==> src/hw/pap_pkg.sv <==
package pap_pkg;

   // ****************************************
   // widths
   // ****************************************
   localparam int PA_W = 8;
   localparam int PA_ADDR_W = 12;
   localparam int PA_DATA_W = 32;
   localparam int PA_AN_CH = 5;

   // ****************************************
   // register offsets (byte addresses)
   // ****************************************
   localparam logic [PA_ADDR_W-1:0] PA_OFF_PINS = 12'h000;
   localparam logic [PA_ADDR_W-1:0] PA_OFF_LAT = 12'h004;
   localparam logic [PA_ADDR_W-1:0] PA_OFF_DIR = 12'h008;
   localparam logic [PA_ADDR_W-1:0] PA_OFF_ANCFG = 12'h00C;
   localparam logic [PA_ADDR_W-1:0] PA_OFF_OSCCFG = 12'h010;

   // ****************************************
   // fields and reset values
   // ****************************************
   localparam int PA_ANCFG_W = 6;
   localparam int PA_PCFG_W = 4;
   localparam int PA_OSCCFG_W = 2;
   localparam int PA_OSC_SEL_BIT = 0;
   localparam int PA_OSC_EXT_BIT = 1;
   localparam int PA_TMR_BIT = 4;
   localparam int PA_CLK_OUT_BIT = 6;
   localparam int PA_CLK_IN_BIT = 7;
   localparam logic [PA_W-1:0] PA_OSC_PINS = 8'hC0;
   localparam logic [PA_W-1:0] PA_NO_PINS = 8'h00;
   localparam logic [PA_W-1:0] PA_LAT_RST = 8'h00;
   localparam logic [PA_W-1:0] PA_DIR_RST = 8'hFF;
   localparam logic [PA_ANCFG_W-1:0] PA_ANCFG_RST = 6'h00;
   localparam logic [PA_OSCCFG_W-1:0] PA_OSCCFG_RST = 2'h0;
   localparam logic [PA_AN_CH-1:0] PA_AN_ALL = 5'h1F;

   // selector value from which every channel is digital
   localparam int PA_PCFG_ALL_DIG = 7;
   // pin carrying each analog channel
   localparam int PA_AN_CH_PIN [PA_AN_CH] = '{0, 1, 2, 3, 5};

   // ****************************************
   // carriers
   // ****************************************
   typedef struct packed {
      logic [PA_W-1:0] out;
      logic [PA_W-1:0] oe;
   } pap_pad_t;

   typedef struct packed {
      logic [PA_ADDR_W-1:0] paddr;
      logic psel;
      logic penable;
      logic pwrite;
      logic [PA_DATA_W-1:0] pwdata;
      logic [3:0] pstrb;
   } pap_apb_req_t;

endpackage : pap_pkg

==> src/hw/pap_analog_map.sv <==
`timescale 1ns/1ps
module pap_analog_map
   import pap_pkg::*;
(
   // selector
   input wire logic [PA_PCFG_W-1:0] port_analog_select_i,
   // decoded claims
   output logic [PA_AN_CH-1:0] analog_en_o,
   output logic [PA_W-1:0] analog_pin_mask_o
);

   logic [PA_W-1:0] mask_w [PA_AN_CH+1];

   assign mask_w[0] = PA_NO_PINS;

   // higher channels give way first as the selector rises
   for (genvar k = 0; k < PA_AN_CH; k++) begin : g_ch
      assign analog_en_o[k] = int'(port_analog_select_i) < (PA_PCFG_ALL_DIG - k);
      assign mask_w[k+1] = mask_w[k] |
                           (analog_en_o[k] ? PA_W'(1 << PA_AN_CH_PIN[k]) : PA_NO_PINS);
   end

   assign analog_pin_mask_o = mask_w[PA_AN_CH];

endmodule : pap_analog_map

==> src/hw/pap_port_a.sv <==
// Implementation choices: the address map and register access over APB.
`timescale 1ns/1ps
module pap_port_a
   import pap_pkg::*;
(
   // clock and reset
   input wire logic sys_clk_i,
   input wire logic rst_n_i,
   // apb slave
   input wire logic [PA_ADDR_W-1:0] paddr_i,
   input wire logic psel_i,
   input wire logic penable_i,
   input wire logic pwrite_i,
   input wire logic [PA_DATA_W-1:0] pwdata_i,
   input wire logic [3:0] pstrb_i,
   output logic [PA_DATA_W-1:0] prdata_o,
   output logic pready_o,
   output logic pslverr_o,
   // pins
   input wire logic [PA_W-1:0] pin_i,
   output pap_pad_t pad_o,
   // shared functions
   input wire logic cycle_clk_i,
   output logic timer_ext_clock_o,
   output logic ext_clock_source_o,
   output logic crystal_en_o,
   output logic [PA_AN_CH-1:0] analog_en_o
);

   // ****************************************
   // bus decode
   // ****************************************
   function automatic logic addr_hit(input logic [PA_ADDR_W-1:0] a,
                                     input logic [PA_ADDR_W-1:0] off);
      return a == off;
   endfunction : addr_hit

   pap_apb_req_t req;
   logic hit_pins, hit_lat, hit_dir, hit_ancfg, hit_osccfg, hit_any;
   logic wr_en, wr_lo, setup_rd;

   assign req = '{paddr: paddr_i, psel: psel_i, penable: penable_i, pwrite: pwrite_i,
                  pwdata: pwdata_i, pstrb: pstrb_i};
   assign hit_pins = addr_hit(req.paddr, PA_OFF_PINS);
   assign hit_lat = addr_hit(req.paddr, PA_OFF_LAT);
   assign hit_dir = addr_hit(req.paddr, PA_OFF_DIR);
   assign hit_ancfg = addr_hit(req.paddr, PA_OFF_ANCFG);
   assign hit_osccfg = addr_hit(req.paddr, PA_OFF_OSCCFG);
   assign hit_any = hit_pins | hit_lat | hit_dir | hit_ancfg | hit_osccfg;

   // read data is registered in setup, so access never waits
   assign pready_o = 1'b1;
   assign pslverr_o = req.psel & req.penable & ~hit_any;
   assign wr_en = req.psel & req.penable & req.pwrite & hit_any;
   // only the low byte lane holds register bits
   assign wr_lo = wr_en & req.pstrb[0];
   assign setup_rd = req.psel & ~req.penable & ~req.pwrite;

   // ****************************************
   // registers
   // ****************************************
   logic [PA_W-1:0] lat_q, lat_d;
   logic [PA_W-1:0] dir_q, dir_d;
   logic [PA_ANCFG_W-1:0] ancfg_q, ancfg_d;
   logic [PA_OSCCFG_W-1:0] osccfg_q, osccfg_d;
   logic [PA_DATA_W-1:0] rdata_q, rdata_d;
   logic osc_pin_select_bit, ext_clock_mode, crystal_osc_mode;
   logic [PA_W-1:0] claim_mask, keep_mask;

   assign osc_pin_select_bit = osccfg_q[PA_OSC_SEL_BIT];
   assign ext_clock_mode = osc_pin_select_bit & osccfg_q[PA_OSC_EXT_BIT];
   assign crystal_osc_mode = osc_pin_select_bit & ~osccfg_q[PA_OSC_EXT_BIT];
   assign claim_mask = osc_pin_select_bit ? PA_OSC_PINS : PA_NO_PINS;
   assign keep_mask = ~claim_mask;

   // claimed bits refuse writes so they cannot leak back when released
   assign lat_d = (wr_lo & (hit_pins | hit_lat)) ?
                  ((req.pwdata[PA_W-1:0] & keep_mask) | (lat_q & claim_mask)) : lat_q;
   assign dir_d = (wr_lo & hit_dir) ?
                  ((req.pwdata[PA_W-1:0] & keep_mask) | (dir_q & claim_mask)) : dir_q;
   assign ancfg_d = (wr_lo & hit_ancfg) ? req.pwdata[PA_ANCFG_W-1:0] : ancfg_q;
   assign osccfg_d = (wr_lo & hit_osccfg) ? req.pwdata[PA_OSCCFG_W-1:0] : osccfg_q;

   always_ff @(posedge sys_clk_i or negedge rst_n_i) begin
      if (!rst_n_i) begin
         lat_q <= PA_LAT_RST;
         dir_q <= PA_DIR_RST;
         ancfg_q <= PA_ANCFG_RST;
         osccfg_q <= PA_OSCCFG_RST;
      end else begin
         lat_q <= lat_d;
         dir_q <= dir_d;
         ancfg_q <= ancfg_d;
         osccfg_q <= osccfg_d;
      end
   end

   // ****************************************
   // analog claim and input path
   // ****************************************
   logic [PA_W-1:0] analog_pin_mask;
   logic [PA_W-1:0] pin_sync;
   logic [PA_W-1:0] pins_rd;

   pap_analog_map u_analog_map (
      .port_analog_select_i(ancfg_q[PA_PCFG_W-1:0]),
      .analog_en_o(analog_en_o),
      .analog_pin_mask_o(analog_pin_mask)
   );

   pap_sync2 u_sync (
      .sys_clk_i(sys_clk_i),
      .rst_n_i(rst_n_i),
      .async_i(pin_i),
      .sync_o(pin_sync)
   );

   assign pins_rd = pin_sync & ~analog_pin_mask & keep_mask;

   // ****************************************
   // read mux
   // ****************************************
   // claimed bits of latch and direction read as zero
   assign rdata_d = hit_pins ? PA_DATA_W'(pins_rd) :
                    hit_lat ? PA_DATA_W'(lat_q & keep_mask) :
                    hit_dir ? PA_DATA_W'(dir_q & keep_mask) :
                    hit_ancfg ? PA_DATA_W'(ancfg_q) :
                    hit_osccfg ? PA_DATA_W'(osccfg_q) : '0;

   always_ff @(posedge sys_clk_i or negedge rst_n_i) begin
      if (!rst_n_i) begin
         rdata_q <= '0;
      end else if (setup_rd) begin
         rdata_q <= rdata_d;
      end
   end

   assign prdata_o = rdata_q;

   // ****************************************
   // pad drive
   // ****************************************
   logic [PA_W-1:0] pad_out_w, pad_oe_w;

   for (genvar i = 0; i < PA_W; i++) begin : g_pad
      if (i == PA_CLK_OUT_BIT) begin : g_clk_out
         // cycle clock wins over the latch and the direction bit
         assign pad_oe_w[i] = ext_clock_mode | (~dir_q[i] & keep_mask[i]);
         assign pad_out_w[i] = ext_clock_mode ? cycle_clk_i : lat_q[i];
      end else begin : g_plain
         // analog claim never touches the output driver
         assign pad_oe_w[i] = ~dir_q[i] & keep_mask[i];
         assign pad_out_w[i] = lat_q[i];
      end
   end

   assign pad_o = '{out: pad_out_w, oe: pad_oe_w};

   // ****************************************
   // shared pin functions
   // ****************************************
   assign timer_ext_clock_o = pin_sync[PA_TMR_BIT];
   // raw pin so the main clock sees no sampling delay
   assign ext_clock_source_o = ext_clock_mode & pin_i[PA_CLK_IN_BIT];
   assign crystal_en_o = crystal_osc_mode;

   // ****************************************
   // checks
   // ****************************************
   logic [1:0] age_q;

   always_ff @(posedge sys_clk_i or negedge rst_n_i) begin
      if (!rst_n_i) begin
         age_q <= 2'h0;
      end else if (age_q != 2'h3) begin
         age_q <= age_q + 2'h1;
      end
   end
endmodule : pap_port_a

==> src/hw/pap_sync2.sv <==
`timescale 1ns/1ps
module pap_sync2
   import pap_pkg::*;
(
   // clock and reset
   input wire logic sys_clk_i,
   input wire logic rst_n_i,
   // levels
   input wire logic [PA_W-1:0] async_i,
   output logic [PA_W-1:0] sync_o
);

   // first stage is read only by the second stage
   logic [PA_W-1:0] meta_q;
   logic [PA_W-1:0] sync_q;

   always_ff @(posedge sys_clk_i or negedge rst_n_i) begin
      if (!rst_n_i) begin
         meta_q <= PA_NO_PINS;
         sync_q <= PA_NO_PINS;
      end else begin
         meta_q <= async_i;
         sync_q <= meta_q;
      end
   end

   assign sync_o = sync_q;

endmodule : pap_sync2
==> config.mk <==
export PLATFORM = sky130hd
export DESIGN_NAME = pap_port_a
export DESIGN_NICKNAME = d
export VERILOG_FILES = /design/src/hw/pap_pkg.sv /design/src/hw/pap_analog_map.sv /design/src/hw/pap_port_a.sv /design/src/hw/pap_sync2.sv
export SDC_FILE = /design/constraint.sdc
export NUM_CORES = 1
export LEC_CHECK = 0
export BUFFER_PORTS_ARGS = -buffer_cell sky130_fd_sc_hd__clkbuf_2
export CAP_MARGIN = 20
export CORE_ASPECT_RATIO = 0.5
export CORE_MARGIN = 4
export CORE_UTILIZATION = 45
export CTS_CLUSTER_SIZE = 20
export DETAILED_ROUTE_END_ITERATION = 6
export HOLD_SLACK_MARGIN = 0.15
export PLACE_DENSITY = 0.85
export SKIP_LAST_GASP = 1
export SYNTH_ARGS = -nofsm -noshare
export SYNTH_HDL_FRONTEND = slang
export SYNTH_SLANG_ARGS = --single-unit
==> constraint.sdc <==
create_clock -name sys_clk_i -period 2.5 [get_ports sys_clk_i]
set_clock_uncertainty 0.05 [all_clocks]
set_input_delay 0.375 -clock sys_clk_i [delete_from_list [all_inputs] [get_ports sys_clk_i]]
set_output_delay 0.375 -clock sys_clk_i [all_outputs]
set_load 0.05 [all_outputs]
---- Yosys cells after proc, flatten, opt, wreduce, memory -nomap -nowiden ----
Cells that the tools add are included.
operators by class
  shift operators ......................... 0
  divide/modulo/power cells ............... 0
  bitwise gates (word level) .............. 54
  equality and inequality tests ........... 4
  reductions and logical operators ........ 1
  add/subtract/negate cells ............... 0
  order comparisons ....................... 5
  muxes and demuxes ....................... 12
  multipliers ............................. 0
operator list
  operator             number
  $and 8x8->8          7
  $or 8x8->8           5
  $mux 8               4
  $eq 12x4->1 const B  2
  $and 1x1->1          22
  $lt 4x3->1 const B   4
  $not 8->8            2
  $eq 12x3->1 const B  1
  $eq 12x5->1 const B  1
  $logic_not 12->1     1
  $mux 6               2
  $not 1->1            12
  $or 8x6->8           1
  $or 1x1->1           5
  $lt 4x2->1 const B   1
  $mux 2               2
  $mux 4               1
  $mux 3               1
  $mux 1               2
storage, ports and cells
  output and inout bits ................... 58
  input bits .............................. 62
  memories kept ........................... 0
  logic and storage cells ................. 83
  bits in latches ......................... 0
  bits in read-only memories .............. 0
  memory bits (writable) .................. 0
  register bits ........................... 72

---- Longest topological paths before layout ----
Gate-level depths: netlist (run 1).
  word-level depth ........................ 10
  gate-level depth with buffers ........... 6
  depth with buffers taken out ............ 5

---- Hierarchy ----
From an unflattened synthesis (run 1), not the netlist that was laid out.
second synthesis, totals
  cell total of the unflattened synthesis .. 197
  area, all modules ....................... 2416.1 um^2
modules (own cells, without submodules)
  module          cells each  area an instance (um^2)  instances  seq. area each (um^2)
  pap_port_a      166         1918.1                   1          810.8
  pap_sync2       16          400.4                    1          400.4
  pap_analog_map  15          97.6                     1          0.0

---- Least setup slack after synthesis (run 1) ----
Ideal clock, no wire load.
  path kind ............................... register -> register
  start ................................... register ancfg_q[1]
  end ..................................... register rdata_q[5] (netlist: prdata_o[5])
  data arrival time ....................... 2.247 ns
  period minus slack after synthesis ...... 2.415 ns
  setup slack ............................. 0.085 ns
  setup time .............................. 0.118 ns
  data required time ...................... 2.332 ns
  stages on the path, launching flop included .. 6
  buffers on the path ..................... 0
  path through ............................ dfrtp_1 -> a211oi_1 -> nor3b_1 -> a211oi_1 -> a211oi_1 -> a21o_1
on the way
  word-level cells in the longest chain between the ends .. 7
ends and longest elaborated chain
  item                       line                  RTL
  from (decl)                pap_port_a.sv:64      logic [PA_ANCFG_W-1:0] ancfg_q, ancfg_d;
  from (signal assigned)     pap_port_a.sv:93      ancfg_q <= ancfg_d;
  $lt 4x2->1                 pap_analog_map.sv:18  assign analog_en_o[k] = int'(port_analog_select_i) < (PA_PCFG_ALL_DIG - k);
  via analog_en_o[4]         pap_port_a.sv:27      output logic [PA_AN_CH-1:0] analog_en_o
  $mux 6                     pap_analog_map.sv:20  (analog_en_o[k] ? PA_W'(1 << PA_AN_CH_PIN[k]) : PA_NO_PINS);
  $or 8x6->8                 pap_analog_map.sv:19  assign mask_w[k+1] = mask_w[k] |
  $not 8->8                  pap_port_a.sv:118     assign pins_rd = pin_sync & ~analog_pin_mask & keep_mask;
  $and 8x8->8 (2 in series)  pap_port_a.sv:118
  $mux 8                     pap_port_a.sv:124     assign rdata_d = hit_pins ? PA_DATA_W'(pins_rd) :
  to (signal assigned)       pap_port_a.sv:134     rdata_q <= rdata_d;
  to (decl)                  pap_port_a.sv:66      logic [PA_DATA_W-1:0] rdata_q, rdata_d;
The timed path passes the listed nets, and every way through them passes these cells.
A chain may end at the register's enable or synchronous reset.

==> metrics.txt, run 1 <==
pins over their slew limit=0; Total Neg Setup Slack=0 ns; min-delay worst type=input port to flop; Slew @ Worst Pin=0.681 ns; Routed wire per std cell=16.3 um; Yosys warning total=0; drc violations=0; signal arrival time at the worst endpoint=1.52 ns; total number of vias=1869; Worst EP required=2.08 ns; number of global-route vias before repair=1951; Critical Path End Type=primary output; fraction of the yosys area taken by sequential cells=49.6%; number of buffers between clock root and the deepest sink=2; GP Congestion=0.922; Initial DRC Count=112; worst slack after detailed placement=0.321 ns; number of setup violations in the final report=0; critical path type=flop to primary output; number of vias per cell after detailed routing=5.12; clk root buf=sky130_fd_sc_hd__clkbuf_8; clock-pin slew reported for the worst setup and hold paths after clock tree synthesis=0.09 ns; final hold vios=0; pin count of the biggest net entering global routing=30; clock period minus worst slack=1.95 ns; total setup buffers inserted after CTS=0; netlist area before placement=2440 sq um; prevailing post-synth register cell=sky130_fd_sc_hd__dfrtp_1; Post-Syn Instances=221; die width=112 um; most area-consuming cells after synthesis=sky130_fd_sc_hd__dfrtp_1 41%, sky130_fd_sc_hd__buf_4 10%, sky130_fd_sc_hd__mux2_2 8.8%, sky130_fd_sc_hd__dfstp_2 8.6%, sky130_fd_sc_hd__mux2_4 3.7%; Global Route Usage Sum=18.3%; die boundary height=60.1 um; WL final=5930 um; final critical-path share of the clock period=77.8%; area of the die=6740 sq um; boundary pin count=120; global-route wire length before repair=9580 um; clock insertion delay at the later pin of the skew report=0.31 ns; CTS Buf Count=5; Relative slew margins=54.5%; syn avg cell area=11.0 sq um; remaining antenna violation count after routing=0; largest area contributor in the synthesized netlist=sky130_fd_sc_hd__dfrtp_1; number of flops mapped to enable cells by yosys=0; count of input and output buffers=67; IR drop worst, VDD=0.237 mV; RSZ-0062 raised after global routing=false; type of origin of the critical path=flop; worst reg2reg path depth=5; share of post-route cells with drive strength above 1=42.5%; share of flip-flops with an asynchronous set or reset=100%; Final nets=355; synthesis-to-layout area growth=19.5%; remaining global-route overflow=0; status=complete, no violations; library cell with the highest instance count after synthesis=sky130_fd_sc_hd__dfrtp_1; leakage power figure=1.45 nW; worst hold path cell count=2; post-synthesis register bit count=48; half-perimeter wire length of the detailed placement result=4420 um; leading post-synthesis cells by instance count=40 x sky130_fd_sc_hd__dfrtp_1, 33 x sky130_fd_sc_hd__buf_4, 19 x sky130_fd_sc_hd__mux2_2; critical-path maximum fanout=10; initial antenna violation count=0; area of the placeable core=5090 sq um; Std-Cell Rows=18; CTS sink cnt=48; number of max-capacitance violations reported=0; Clock H-tree levels=2; count of different cell masters after synthesis=42; Initial DRT Pass Iterations=5; Worst Slack Setup Final=0.554 ns; area share of the leading cell type in the synthesized netlist=41.0%; initial core utilization=47.9%; Fmax=514 MHz; clock tree from TritonCTS=done; Power per Cell Area=534 nW/um^2
[layout make-up]
class                           count  area [sq um]
Clock inverter                      3          42.5
Fill cell                         419          2170
Sequential cell                    48          1210
Tap cell                           70          87.6
Multi-Input combinational cell    144           987
Timing Repair Buffer               82           470
Antenna cell                        1          2.50
Inverter                           12          45.0
Clock buffer                        5          68.8
[critical path, stage by stage, from the launching register on]
cell                       delay [ns]
sky130_fd_sc_hd__dfrtp_1         0.51
sky130_fd_sc_hd__nand2_1         0.13
sky130_fd_sc_hd__mux2_2          0.33
sky130_fd_sc_hd__clkbuf_2        0.24
[metrics by stage]
stage | area (sq um) | hold WS (ns) | power [mW] | util (%) | std cells
after floorplan | 2530 | 0.0294 | 0.960 | - | 244
after global placement | 2710 | 0.283 | 0.988 | 53.3 | 347
after detailed placement | 2710 | 0.286 | 0.994 | 53.3 | 347
after CTS | 2910 | 0.268 | 1.55 | 57.2 | 364
after global routing | 2910 | 0.274 | 1.61 | 57.2 | 364
final | 2920 | 0.265 | 1.56 | 57.3 | 365
[what timing repair did]
item / CTS / global route
endpoints found under the hold margin: 31 / 0
hold buffers: 9 / 0
resized for setup: 0 / 0
[final timing paths]
kind	end	slack, ns	startpoint
worst max-delay path	pad_o[14]	0.55	osccfg_q[0]
worst min-delay path	flop	0.27	pwdata_i[6]
worst max register to register	prdata_o[5]	1.00	ancfg_q[3]
worst min register to register	u_sync.sync_o[1]	0.30	u_sync.meta_q[1]
max in group asynchronous	dir_q[3]	1.13	rst_n_i
min in group asynchronous	u_sync.sync_o[4]	0.58	rst_n_i
[registers in the layout, summed over array words and instances, names as in the netlist, named ones only]
signal         cells
dir_q              6
prdata_o           8
lat_q              6
u_sync.meta_q      8
osccfg_q           2
ancfg_q            6
u_sync.sync_o      8
[power by group]
part	internal, mW	switching, mW	total (mW)	leakage (nW)
clock	0.296	0.268	0.564	0.0541
combinational	0.0458	0.152	0.198	0.799
sequential	0.790	0.00438	0.794	0.599
[cells in the final DEF (no fill, tap or decap), drive strengths merged, types with 6 or more instances in the layout]
master,n
mux2,25
dfrtp,40
inv,12
nor2,12
dfstp,8
buf,6
nand2,16
dlygate4sd3,9
conb,25
o21ai,14
clkbuf,72
[metal layers]
| layer | global-route usage (%) | wire (um) | vias to the layer above |
|---|---|---|---|
| met5 | 0 | 0 | - |
| met4 | 8.39 | 149 | 0 |
| met1 | 22.6 | 2390 | 895 |
| met2 | 30.8 | 2960 | 101 |
| li1 | - | - | 855 |
| met3 | 4.95 | 435 | 18 |
[cells by family after synthesis]
kind of cell           share of synthesized area (%)
buffers and inverters                           13.4
multiplexers                                    14.2
AO/OA/AOI/OAI                                   9.95
flip-flops                                      49.6
other                                          0.308
AND/OR/NAND/NOR                                 12.5
Note: power is estimated with default switching activity, not from simulation.
==> inputs of run 2 (changes only) <==
ABC_AREA = 1   (was not set)
CORE_UTILIZATION = 43   (was 45)
PLACE_DENSITY = 0.83   (was 0.85)
clock period = 1.7 ns   (was 2.5 ns; I/O delays follow)
==> metrics.txt, run 2 <==
total power draw=2.49 mW (+60%); CTS Buf Count=5 (unchanged); number of flops mapped to enable cells by yosys=0 (unchanged); leakage power figure=1.69 nW (+16%); Fmax=608 MHz; logic gate share of total power=13.3% (+0.6 points); clock period minus worst slack=1.65 ns; remaining antenna violation count after routing=0 (unchanged); sw frac=27.9% (+0.68 points); status=complete, no violations; area of the die=7540 sq um (+12%); Post-Syn Instances=303 (+37%); remaining global-route overflow=0 (unchanged); die boundary height=63.4 um (+5.6%); share of flip-flops with an asynchronous set or reset=100% (unchanged); half-perimeter wire length of the detailed placement result=4660 um (+5.6%); Routed wire per std cell=13.0 um (-20%); Post-DP Area=2990 sq um (+10%); count of fill cells added during filler insertion=493 (+18%); most frequent standard cell in the layout excluding fill and tap cells=sky130_fd_sc_hd__clkbuf_2; largest stage delay on the critical path=0.42 ns (-0.09 ns); final instance area=3310 sq um (+14%); number of buffers between clock root and the deepest sink=2 (unchanged); clock-pin slew reported for the worst setup and hold paths after clock tree synthesis=0.07 ns (-0.02 ns); count of input and output buffers=67 (unchanged); share of post-route cells with drive strength above 1=40.1% (-2.4 points); ANT cells=0 (-1); Total Neg Setup Slack=0 ns (unchanged); area share of the leading cell type in the synthesized netlist=37.9% (-3.1 points); synthesis-to-layout area growth=25.4%; RSZ-0062 raised after global routing=true; slowest library cell on the worst path=sky130_fd_sc_hd__dfrtp_1; largest area contributor in the synthesized netlist=sky130_fd_sc_hd__dfrtp_1; area of the placeable core=5710 sq um (+12%); leading post-synthesis cells by instance count=60 x sky130_fd_sc_hd__nand2_1, 40 x sky130_fd_sc_hd__dfrtp_1, 33 x sky130_fd_sc_hd__buf_4; share of power burned in registers=47.5% (-3.6 points); clk root buf=sky130_fd_sc_hd__clkbuf_16; worst slack after detailed placement=0.00950 ns (-0.312 ns); Final nets=455 (+28%); cell count after placement=442 (+27%); initial antenna violation count=0 (unchanged); syn avg cell area=8.72 sq um (-21%); pin count of the biggest net entering global routing=23 (-23%); commonest cells after routing, fill and taps aside=63 x sky130_fd_sc_hd__clkbuf_2, 59 x sky130_fd_sc_hd__nand2_1, 40 x sky130_fd_sc_hd__dfrtp_1; boundary pin count=120 (unchanged); library cell with the highest instance count after synthesis=sky130_fd_sc_hd__nand2_1; number of vias per cell after detailed routing=4.68 (-8.6%); CTS sink cnt=48 (unchanged); total number of vias=2186 (+17%); global-route wire length before repair=9980 um (+4.1%); Critical Path End Type=primary output; number of setup violations in the final report=0 (unchanged); number of global-route vias before repair=2067 (+5.9%); GP Congestion=0.855 (-7.2%); Global Route Usage Sum=16.7% (-1.7 points); critical-path maximum fanout=7 (-3); internal power contribution=1.79 mW (+58%); Worst Slack Setup Final=0.0542 ns (-0.500 ns); fraction of the core area covered by cells at the end of the flow=58.1% (+0.82 points); crit path cell chain=buf_4, o21ai_1, clkbuf_2; most area-consuming cells after synthesis=sky130_fd_sc_hd__dfrtp_1 38%, sky130_fd_sc_hd__buf_4 9.4%, sky130_fd_sc_hd__nand2_1 8.5%, sky130_fd_sc_hd__dfstp_2 8.0%, sky130_fd_sc_hd__o21ai_2 6.3%; clock tree from TritonCTS=done; clock group share of total power=39.2% (+3.0 points); Power per Cell Area=750 nW/um^2 (+41%); reported net switching power=694 uW (+64%); critical path type=flop to primary output; drc violations=0 (unchanged); final hold vios=0 (unchanged); Initial DRC Count=96 (-14%); post-synthesis register bit count=48 (unchanged); pins over their slew limit=0 (unchanged); Worst EP required=1.39 ns (-0.69 ns); Buf+Inv Stages, Crit Path=2 (+1); Initial DRT Pass Iterations=5 (unchanged); final critical-path share of the clock period=96.8%; signal arrival time at the worst endpoint=1.34 ns (-0.18 ns); number of max-capacitance violations reported=0 (unchanged); IR drop worst, VDD=0.539 mV (+130%); count of different cell masters after synthesis=26 (-38%); type of origin of the critical path=flop; netlist area before placement=2640 sq um (+8.3%); post-layout instance count excluding filler cells=467 (+28%); WL final=6090 um (+2.6%); die width=119 um (+6.0%); internal reg-to-reg setup slack=0.39 ns (-0.61 ns); Clock H-tree levels=2 (unchanged); Std-Cell Rows=19 (+1); clock insertion delay at the later pin of the skew report=0.29 ns (-0.02 ns); Yosys warning total=0 (unchanged); prevailing post-synth register cell=sky130_fd_sc_hd__dfrtp_1; initial core utilization=46.3% (-1.6 points); worst hold slack across all endpoints=0.190 ns (-0.0753 ns); min-delay worst type=input port to flop; fraction of the yosys area taken by sequential cells=45.8% (-3.8 points); Top delay family on crit path=buffers and inverters
-- run 2: changes by cell type after synthesis, moves of 6 or more --
cell,previous run,this run
sky130_fd_sc_hd__inv_1,12,27
sky130_fd_sc_hd__mux2_2,19,1
sky130_fd_sc_hd__mux2_4,6,0
sky130_fd_sc_hd__nand2_1,16,60
sky130_fd_sc_hd__nand2_2,0,13
sky130_fd_sc_hd__nand3_1,3,31
sky130_fd_sc_hd__nand4_1,1,11
sky130_fd_sc_hd__nor2_1,11,21
sky130_fd_sc_hd__nor2_4,0,6
sky130_fd_sc_hd__o21ai_0,14,5
sky130_fd_sc_hd__o21ai_2,0,19
-- run 2: power by group through the flow --
stage                     Clock [mW]  Combinational, mW  Sequential [mW]
after global routing            1.04              0.357             1.18
after global placement             0              0.307             1.20
after floorplan                    0              0.230             1.23
final                          0.975              0.331             1.18
after detailed placement           0              0.311             1.20
after CTS                      0.989              0.331             1.18
-- run 2: layout make-up --
class / count / area, sq um / share of cell area [%]
clock buffers: 5 / 125 / 3.78
clock inverters: 3 / 23.8 / 0.717
inverters: 34 / 131 / 3.96
multi-input cells: 206 / 1100 / 33.1
flip-flops and latches: 48 / 1210 / 36.5
well taps: 73 / 91.3 / 2.76
repair buffers: 98 / 634 / 19.1
-- run 2: per-layer routing --
layer / global-route usage, % / up-vias / share of wire (%)
li1: - / 1085 / -
met1: 21.7 / 1003 / 44
met2: 28.1 / 87 / 47
met3: 4.11 / 11 / 7.2
met4: 4.33 / 0 / 1.3
met5: 0 / - / 0
-- run 2: final timing paths --
path                                   from               end  depth (start not counted)
setup / recovery                osccfg_q[0]          pad_o[6]                          3
hold / removal                  pwdata_i[2]          dir_q[2]                          3
setup reg to reg                 ancfg_q[2]       prdata_o[2]                          8
hold reg to reg            u_sync.meta_q[1]  u_sync.sync_o[1]                          0
max in group asynchronous           rst_n_i       prdata_o[0]                          3
min in group asynchronous           rst_n_i          lat_q[4]                          2
-- run 2: worst min-delay path, stage by stage --
cell and delay, ns:
sky130_fd_sc_hd__clkbuf_2 0.08, sky130_fd_sc_hd__inv_1 0.12, sky130_fd_sc_hd__o21ai_2 0.07
-- run 2: logic make-up (layout without fill, tap and decap cells) --
kind of cell           count (synthesis)  in the layout  share of synthesized area [%]
buffers and inverters                 72            140                           16.1
flip-flops                            48             48                           45.8
AND/OR/NAND/NOR                      152            152                           29.4
AO/OA/AOI/OAI                         28             28                           8.00
multiplexers                           1              1                          0.426
other                                  2             25                          0.284
-- run 2: timing repair --
action / 4_1_cts / 5_1_grt
gates resized for setup: 3 / 9
hold endpoints to repair: 22 / 0
pin swaps: 0 / 1
buffers inserted: 0 / 6
hold buffers: 11 / 0
setup endpoints to repair: 3 / 8
